==> config.mk <==
export PLATFORM = sky130hd
export DESIGN_NAME = port_byte
export DESIGN_NICKNAME = d
export VERILOG_FILES = /design/src/hw/port_pkg.sv /design/src/hw/pin_sync.sv /design/src/hw/port_byte.sv
export VERILOG_INCLUDE_DIRS = /design/src /design/src/hw
export SDC_FILE = /design/constraint.sdc
export NUM_CORES = 1
export LEC_CHECK = 0
export BUFFER_PORTS_ARGS = -buffer_cell sky130_fd_sc_hd__buf_4
export CAP_MARGIN = 5
export CORE_AREA = 4 4 67 69
export CTS_CLUSTER_DIAMETER = 100
export DETAILED_ROUTE_END_ITERATION = 12
export DIE_AREA = 0 0 71 73
export HOLD_SLACK_MARGIN = 0.08
export PLACE_DENSITY = 0.88
export SLEW_MARGIN = 20
export SYNTH_ARGS = -nofsm -noshare
export SYNTH_HDL_FRONTEND = slang
export SYNTH_SLANG_ARGS = --single-unit
==> constraint.sdc <==
create_clock -name CLK_I -period 2.8 [get_ports CLK_I]
set_clock_uncertainty 0.05 [all_clocks]
set_input_delay 0.56 -clock CLK_I [delete_from_list [all_inputs] [get_ports CLK_I]]
set_output_delay 0.56 -clock CLK_I [all_outputs]
set_load 0.05 [all_outputs]
==> src/hw/port_cfg.svh <==
/*
  Address map, reset values and field sizes of the byte-wide I/O port.
  Assumes it is included by bare name from the design files.
*/
`ifndef PORT_CFG_SVH
`define PORT_CFG_SVH

// ------------------------------------------------------------------
// register addresses in the internal I/O area
// ------------------------------------------------------------------
`define PORT_ADDR_W          16
`define PORT_LATCH_ADDR      16'hFFD6
`define PORT_DIR_ADDR        16'hFFE6

// ------------------------------------------------------------------
// reset values and read constants
// ------------------------------------------------------------------
`define PORT_LATCH_RST       8'h00
`define PORT_DIR_RST         8'h00
`define PORT_DIR_READ        8'hFF
`define PORT_UNMAPPED_READ   8'h00

// ------------------------------------------------------------------
// pin synchroniser depth
// ------------------------------------------------------------------
`define PORT_SYNC_STAGES     2

`endif

==> src/hw/port_pkg.sv <==
/*
  Types shared by the port block: bus request and pin bundle.
  Assumes port_cfg.svh is on the include path.
*/
`default_nettype none
`include "port_cfg.svh"

package port_pkg;

  // bus request from the cpu side
  typedef struct packed {
    logic                     rd;
    logic                     wr;
    logic                     word;
    logic [`PORT_ADDR_W-1:0]  addr;
    logic [15:0]              wdata;
  } bus_req_t;

  // pin drive bundle: level and enable per pin
  typedef struct packed {
    logic [7:0] level;
    logic [7:0] enable;
  } pin_drive_t;

endpackage : port_pkg

`default_nettype wire

==> src/hw/pin_sync.sv <==
/*
  Two-stage synchroniser for the eight port pin levels.
  Assumes pin levels are asynchronous to CLK_I.
*/
`timescale 1ns/1ps
`default_nettype none

module pin_sync #(
  parameter int WIDTH = 8
) (
  input  wire logic             clk_i,
  input  wire logic             rst_i,
  input  wire logic [WIDTH-1:0] async_i,
  output logic      [WIDTH-1:0] sync_o
);

  // a zero-width synchroniser would leave the pin bus undriven
  if (WIDTH < 1) begin : g_bad_width
    $error("pin_sync: WIDTH must be at least 1");
  end

  typedef struct packed {
    logic [WIDTH-1:0] meta;
    logic [WIDTH-1:0] stable;
  } sync_state_t;

  sync_state_t state_reg;
  sync_state_t state_next;

  // first stage feeds only the second
  always_comb begin
    state_next        = state_reg;
    state_next.meta   = async_i;
    state_next.stable = state_reg.meta;
  end

  always_ff @(posedge clk_i) begin
    if (rst_i) begin
      state_reg <= '0;
    end else begin
      state_reg <= state_next;
    end
  end

  assign sync_o = state_reg.stable;

endmodule // pin_sync

`default_nettype wire

==> src/hw/port_byte.sv <==
/*
  Eight-pin bidirectional port with output latch and write-only
  direction register, reached by cpu byte accesses.
  Assumes a single-cycle read/write strobe on CLK_I and a pad ring that
  resolves each pin from PIN_LEVEL_O / PIN_OE_O.
*/
`timescale 1ns/1ps
`default_nettype none
`include "port_cfg.svh"

module port_byte #(
  parameter int PINS = 8
) (
  input  wire logic                   CLK_I,
  input  wire logic                   RST_I,
  input  wire logic                   BUS_RD_I,
  input  wire logic                   BUS_WR_I,
  input  wire logic                   BUS_WORD_I,
  input  wire logic [`PORT_ADDR_W-1:0] BUS_ADDR_I,
  input  wire logic [15:0]            BUS_WDATA_I,
  output logic      [7:0]             BUS_RDATA_O,
  output logic                        BUS_RVALID_O,
  input  wire logic [PINS-1:0]        PIN_IN_I,
  output logic      [PINS-1:0]        PIN_LEVEL_O,
  output logic      [PINS-1:0]        PIN_OE_O
);

  // ------------------------------------------------------------------
  // elaboration checks
  // ------------------------------------------------------------------
  // the read mux and the pad record are byte wide by construction
  if (PINS != 8) begin : g_bad_pins
    $error("port_byte: PINS must be 8 for a byte port");
  end

  // a shared address would make the decoder pick the latch silently
  if (`PORT_LATCH_ADDR == `PORT_DIR_ADDR) begin : g_bad_map
    $error("port_byte: latch and direction addresses collide");
  end

  if (`PORT_ADDR_W != 16) begin : g_bad_addr_w
    $error("port_byte: the cpu address bus is 16 bits wide");
  end

  // ------------------------------------------------------------------
  // types
  // ------------------------------------------------------------------
  // which register a bus address falls on
  typedef enum logic [1:0] {
    SEL_NONE  = 2'b00,
    SEL_LATCH = 2'b01,
    SEL_DIR   = 2'b10
  } reg_sel_t;

  typedef struct packed {
    logic [7:0]           latch;
    logic [7:0]           dir;
    logic [7:0]           rdata;
    logic                 rvalid;
    port_pkg::pin_drive_t pads;
  } port_state_t;

  // ------------------------------------------------------------------
  // signals
  // ------------------------------------------------------------------
  port_state_t          state_reg;
  port_state_t          state_next;
  port_pkg::bus_req_t   req;
  reg_sel_t             sel;
  logic [7:0]           pin_sync_lvl;
  logic [7:0]           view;
  logic [7:0]           wbyte;
  logic [7:0]           rbyte;

  // ------------------------------------------------------------------
  // input capture
  // ------------------------------------------------------------------
  // strobes come from cpu logic on CLK_I, so they are used as they stand
  assign req = '{
    rd:    BUS_RD_I,
    wr:    BUS_WR_I,
    word:  BUS_WORD_I,
    addr:  BUS_ADDR_I,
    wdata: BUS_WDATA_I
  };

  // pins are asynchronous: two flops before any logic reads them;
  // costs two cycles of latency on pin reads
  pin_sync #(
    .WIDTH (PINS)
  ) u_pin_sync (
    .clk_i   (CLK_I),
    .rst_i   (RST_I),
    .async_i (PIN_IN_I),
    .sync_o  (pin_sync_lvl)
  );

  // ------------------------------------------------------------------
  // helpers
  // ------------------------------------------------------------------
  // one decoder serves both the read and the write path
  function automatic reg_sel_t decode_addr(input logic [`PORT_ADDR_W-1:0] addr);
    if (addr == `PORT_LATCH_ADDR) begin
      decode_addr = SEL_LATCH;
    end else if (addr == `PORT_DIR_ADDR) begin
      decode_addr = SEL_DIR;
    end else begin
      decode_addr = SEL_NONE;
    end
  endfunction

  // word writes keep only the upper byte, lower byte is lost
  function automatic logic [7:0] write_byte(input port_pkg::bus_req_t r);
    write_byte = r.word ? r.wdata[15:8] : r.wdata[7:0];
  endfunction

  // per bit: pin level for inputs, latch for outputs
  function automatic logic [7:0] latch_view(input logic [7:0] latch,
                                            input logic [7:0] dir,
                                            input logic [7:0] pins);
    latch_view = (dir & latch) | (~dir & pins);
  endfunction

  // direction register has no read path, so software cannot see it
  function automatic logic [7:0] read_value(input reg_sel_t   s,
                                            input logic [7:0] v);
    unique case (s)
      SEL_LATCH: read_value = v;
      SEL_DIR:   read_value = `PORT_DIR_READ;
      SEL_NONE:  read_value = `PORT_UNMAPPED_READ;
      default:   read_value = `PORT_UNMAPPED_READ;
    endcase
  endfunction

  // drive level masked by direction, so an input pin never carries
  // a stale latch bit
  function automatic port_pkg::pin_drive_t pad_drive(input logic [7:0] latch,
                                                     input logic [7:0] dir);
    pad_drive.level  = latch & dir;
    pad_drive.enable = dir;
  endfunction

  assign sel   = decode_addr(req.addr);
  assign wbyte = write_byte(req);
  assign view  = latch_view(state_reg.latch, state_reg.dir, pin_sync_lvl);
  assign rbyte = read_value(sel, view);

  // ------------------------------------------------------------------
  // next state
  // ------------------------------------------------------------------
  always_comb begin
    state_next        = state_reg;
    state_next.rvalid = req.rd;
    state_next.rdata  = `PORT_UNMAPPED_READ;
    // a read in the same cycle as a write sees the old register values
    if (req.rd) begin
      state_next.rdata = rbyte;
    end
    if (req.wr) begin
      unique case (sel)
        SEL_LATCH: state_next.latch = wbyte;
        SEL_DIR:   state_next.dir   = wbyte;
        SEL_NONE:  state_next.latch = state_reg.latch;
        default:   state_next.dir   = state_reg.dir;
      endcase
    end
    // pads take the new register values at the same edge
    state_next.pads = pad_drive(state_next.latch, state_next.dir);
  end

  // ------------------------------------------------------------------
  // registers
  // ------------------------------------------------------------------
  always_ff @(posedge CLK_I) begin
    if (RST_I) begin
      state_reg.latch       <= `PORT_LATCH_RST;
      state_reg.dir         <= `PORT_DIR_RST;
      state_reg.rdata       <= `PORT_UNMAPPED_READ;
      state_reg.rvalid      <= 1'b0;
      state_reg.pads.level  <= 8'h00;
      state_reg.pads.enable <= 8'h00;
    end else begin
      state_reg <= state_next;
    end
  end

  // ------------------------------------------------------------------
  // outputs
  // ------------------------------------------------------------------
  assign BUS_RDATA_O  = state_reg.rdata;
  assign BUS_RVALID_O = state_reg.rvalid;
  assign PIN_LEVEL_O  = state_reg.pads.level;
  assign PIN_OE_O     = state_reg.pads.enable;

endmodule // port_byte

`default_nettype wire

After elaboration in Yosys (flattened, before gate mapping)
Cells that the tools add are included.

word-level totals
  logic and storage cells = 25
  input bits = 45
  register bits = 49

cells by class
  bitwise logic cells = 6
  equality and inequality tests = 4
  reduce and logical (&&, ||, !) cells = 1
  muxes and demuxes = 7

operators by type and width
  cell                                           count
  == test 16 bit, second input constant          2
  bitwise AND 8 bit                              3
  2-to-1 mux 8 bit                               3
  2-to-1 mux 16 bit                              1
  case mux 8 bit (2 select lines)                1
  NOT 8 bit                                      1
  OR 8 bit                                       1
  2-to-1 mux 2 bit                               2
  == test 2 x 1 -> 1 bit, second input constant  1
  == test 2 bit, second input constant           1
  OR reduction 2 bit                             1
  NOT 1 bit                                      1

Longest topological paths before layout
  depth after elaboration = 7
  depth in mapped cells = 6

Modules after synthesis
A second synthesis with hierarchy kept.

second synthesis, totals
  cell total of the unflattened synthesis = 186
  area total of the unflattened synthesis = 1,986.9 um^2

by module, submodules not included
  module     cells an instance  times used  area an instance (um^2)
  port_byte  153                1           1,522.7
  pin_sync   33                 1           464.2

Worst setup path after synthesis
Ideal clock, no wire load.

  path type = in2reg
  start = input BUS_ADDR_I[3]
  end = register state_reg (netlist bit PIN_LEVEL_O[5])
  data arrival time = 1.625 ns
  path slack = 1.039 ns
  library setup time = 0.086 ns
  stages = 6
  path through = and4b_1 nand4_2 nor3_4 buf_6 nor2_2 a211oi_1

on the way
  word-level cells in the longest chain between the ends = 7
  elaborated cells on any way between the ends = 10
  classes of those cells = eq/ne: 4; mux: 5; bitwise: 1

ends and longest elaborated chain
  what                                                     RTL line          text
  from (decl)                                              port_byte.sv:19   input wire logic [`PORT_ADDR_W-1:0] BUS_ADDR_I,
  == test 16 bit (no source line)                          --
  2-to-1 mux 2 bit                                         port_byte.sv:105  end else if (addr == `PORT_DIR_ADDR) begin
  2-to-1 mux 2 bit *                                       port_byte.sv:103  if (addr == `PORT_LATCH_ADDR) begin
  == test 2 x 1 -> 1 bit or == test 2 bit (tied branches)  port_byte.sv:160  unique case (sel)
  2-to-1 mux 8 bit                                         port_byte.sv:160
  2-to-1 mux 16 bit *                                      port_byte.sv:159  if (req.wr) begin
  bitwise AND 8 bit *                                      port_byte.sv:139  pad_drive.level = latch & dir;
  to (signal assigned)                                     port_byte.sv:183  state_reg <= state_next;
  to (decl)                                                port_byte.sv:66   port_state_t state_reg;

Mark *: on every way between the ends. The rest lies on a longest branch, timed or not.
A chain may end at the register's enable or synchronous reset.

Final worst setup path
  start = input BUS_ADDR_I[3]
  end = register state_reg[33] (netlist bit)

on the way
  word-level cells in the longest chain between the ends = 6
  elaborated cells on any way between the ends = 7
  classes of those cells = eq/ne: 3; mux: 4

ends and longest elaborated chain
  what                             RTL line
  == test 16 bit (no source line)  --
  2-to-1 mux 2 bit                 port_byte.sv:105
  2-to-1 mux 2 bit *               port_byte.sv:103
  == test 2 x 1 -> 1 bit *         port_byte.sv:160
  2-to-1 mux 8 bit *               port_byte.sv:160
  2-to-1 mux 16 bit *              port_byte.sv:159

Marks and branches as above.

==> impl_results.md <==
- Core area: 3910 sq um
- CTS tree: yes
- Avg Vias per Cell: 4.97
- Fillers: 359
- Largest net degree at the start of global routing: 34
- Residual DRC: 0
- H-tree levels: 2
- Synthesized area: 1950 sq um
- P&R area growth vs syn: 23.6%
- Sequential-to-total area share from yosys stat: 0.504
- I/O Pins: 70
- Lkg Pwr: 0.00108 uW
- Power density over cell area: 518 nW/um^2
- Largest family of logic cells by synthesized area: simple AND/OR/NAND/NOR gates
- Clock transition at the registers of the reported paths: 0.08 ns
- Final period util: 0.672
- Clock Path Buffers: 2
- Synth Register Bits: 49
- Die Span Y: 73 microns
- HP Class: reg -> reg
- Starting DRT DRC Count: 62
- Global placer's final weighted congestion: 0.709
- Final non-filler cell total: 282
- Status: finished clean
- Post CTS Setup Buffer Count: 0
- Grt ovf: 0
- Final WL: 3.93 mm
- Mapped Cells: 186
- Initial antenna violation count: 0
- Max cap viols: 0
- Skew-Pair Late Insertion Delay: 0.29 ns
- # rows: 23
- Syn nets: 231
- Complex-gate fraction of the synthesized area: 0.136
- Synth top area cells: dfxtp_1 50%, buf_4 9.6%, a211oi_1 6.2%, nor2b_1 5.1%, mux2_2 4.6%
- Final-report setup violation count: 0
- Max-slew violation count: 0
- Peak VDD IR: 0.294 mV
- Initial DRT Pass Iterations: 4
- Fin nets: 276
- Fin crit period: 1.88 ns
- Worst setup path class: in -> reg
- Worst path required time: 2.95 ns
- Global-route wire length before repair: 6.24 mm
- PortBufs: 69
- Synth cell types: 26
- CTS buffer count: 5
- Average instance area after synthesis: 10.5 sq um
- DRT met1 WL: 1.59 mm
- Max layer used: met4
- Antenna viol nets, final: 0
- Hold Violations, Final: 0
- Die area: 5180 sq um
- Total number of vias: 1402
- Starting Density: 0.497
- Max FO, Critical Path: 16
- Crit start category: primary input
- Synthesis Warnings: 0
- Crit path DAT: 2.03 ns
- Sink Count: 49
- Post-Layout Inst Area: 2410 sq um
- Layout cell share with drive strength beyond 1: 0.418
- Cts hold-fix bufs: 0
- Post-DP HPWL: 2.88 mm
- RSZ-0062 raised after global routing: no
- Post-synthesis mux area share: 0.0874
- Vias in the first global route: 1402
- Setup TNS Final: 0 ns
- Crit end category: flop
- Wire length per cell: 13.9 microns
- Chip Width: 71 microns
- N_diodes: 0
- Post-placement cell count: 274
- Yosys top cell area share: 0.504
- Synth area leader: dfxtp_1
- Synth Area in XOR/XNOR: 0
- Simple-gate share of the synthesized area: 0.150
- Instance area at placement: 2300 sq um
- Max-slew headroom: 0.572
- Met3 wire length: 329 microns
- Max Freq: 0.531 GHz
- Worst-Margin Slew: 0.640 ns
- Clock root cell: clkbuf_8
- Gr usage total: 0.153
- Post-CTS sizing: 0
- Met2 wire len: 1.98 mm
- Adder-cell share of the synthesized area: 0
per-layer routing:
layer  up-vias  GRT usage
met5         -          0
met4         0     0.0438
met3         4     0.0399
met2        52      0.277
met1       640      0.178
li1        706          -
worst paths after layout:
| check | start | end | slack, ns | cells after the start |
|---|---|---|---|---|
| worst min register to register | u_pin_sync.state_next[0]$_SDFF_PP0_ | u_pin_sync.sync_o[0]$_SDFF_PP0_ | 0.39 | 1 |
| worst min-delay path | u_pin_sync.state_next[0]$_SDFF_PP0_ | u_pin_sync.sync_o[0]$_SDFF_PP0_ | 0.39 | 1 |
| worst max register to register | PIN_OE_O[5]$_SDFF_PP0_ | BUS_RDATA_O[5]$_SDFF_PP0_ | 1.76 | 3 |
| worst max-delay path | BUS_ADDR_I[3] | state_reg[33]$_SDFF_PP0_ | 0.92 | 6 |
critical path, stage by stage:
cell and delay (ns):
buf_4 0.10, and4b_1 0.26, nand4_2 0.15, nor3_4 0.57
nor2_1 0.14, a211oi_1 0.24
cell usage in the layout (no fill, tap or decap), types with 2 or more instances in the layout:
cell / instances
nor2_1: 7
a211oi_1: 16
mux2i_1: 8
or2b_2: 2
and4_2: 2
buf_4: 70
mux2_2: 8
nand2_1: 8
clkbuf_8: 7
dfxtp_1: 49
inv_1: 2
o21bai_1: 8
nor2b_1: 16
nor2_2: 2
a21oi_1: 17
final cells by class:
cell class	instances	area (sq um)	share of cell area
clock buffer	7	96.3	0.0400
timing repair buffer	70	526	0.218
inverter	2	7.51	0.00312
sequential	49	981	0.408
clock inverter	1	5.00	0.00208
multi-input combinational	103	728	0.303
tap	50	62.6	0.0260
synthesized netlist by cell type (all sizes together):
library cell and count:
dfxtp 49, buf 28, a21oi 17, a211oi 16
nor2b 16, nor2 10, mux2 8, mux2i 8
nand2 8, o21bai 8, clkbuf 4, and4 2
inv 2, nand4 2, or2b 2, and2b 1
and3b 1, and4b 1, nand2b 1, nor3 1
or2 1
logic make-up (layout without fill, tap and decap cells):
group,after synthesis,after routing
AND/OR/NAND/NOR,46,46
flip-flops,49,49
AO/OA/AOI/OAI,41,41
multiplexers,16,16
buffers and inverters,34,80
metrics by stage:
step	total power [uW]	hold slack (ns)	utilization	setup WS, ns
global placement	821	0.367	0.589	0.717
detailed placement	824	0.370	0.589	0.604
floorplan	770	0.364	-	1.04
finish	1250	0.388	0.615	0.917
global route	1280	0.397	0.615	0.758
CTS	1250	0.389	0.615	0.894
where the power goes:
| part | internal, uW | switching, uW | total (uW) |
|---|---|---|---|
| Combinational | 58.8 | 37.6 | 96.5 |
| Clock | 223 | 216 | 440 |
| Sequential | 707 | 2.54 | 710 |
Note: power is estimated with default switching activity, not from simulation.
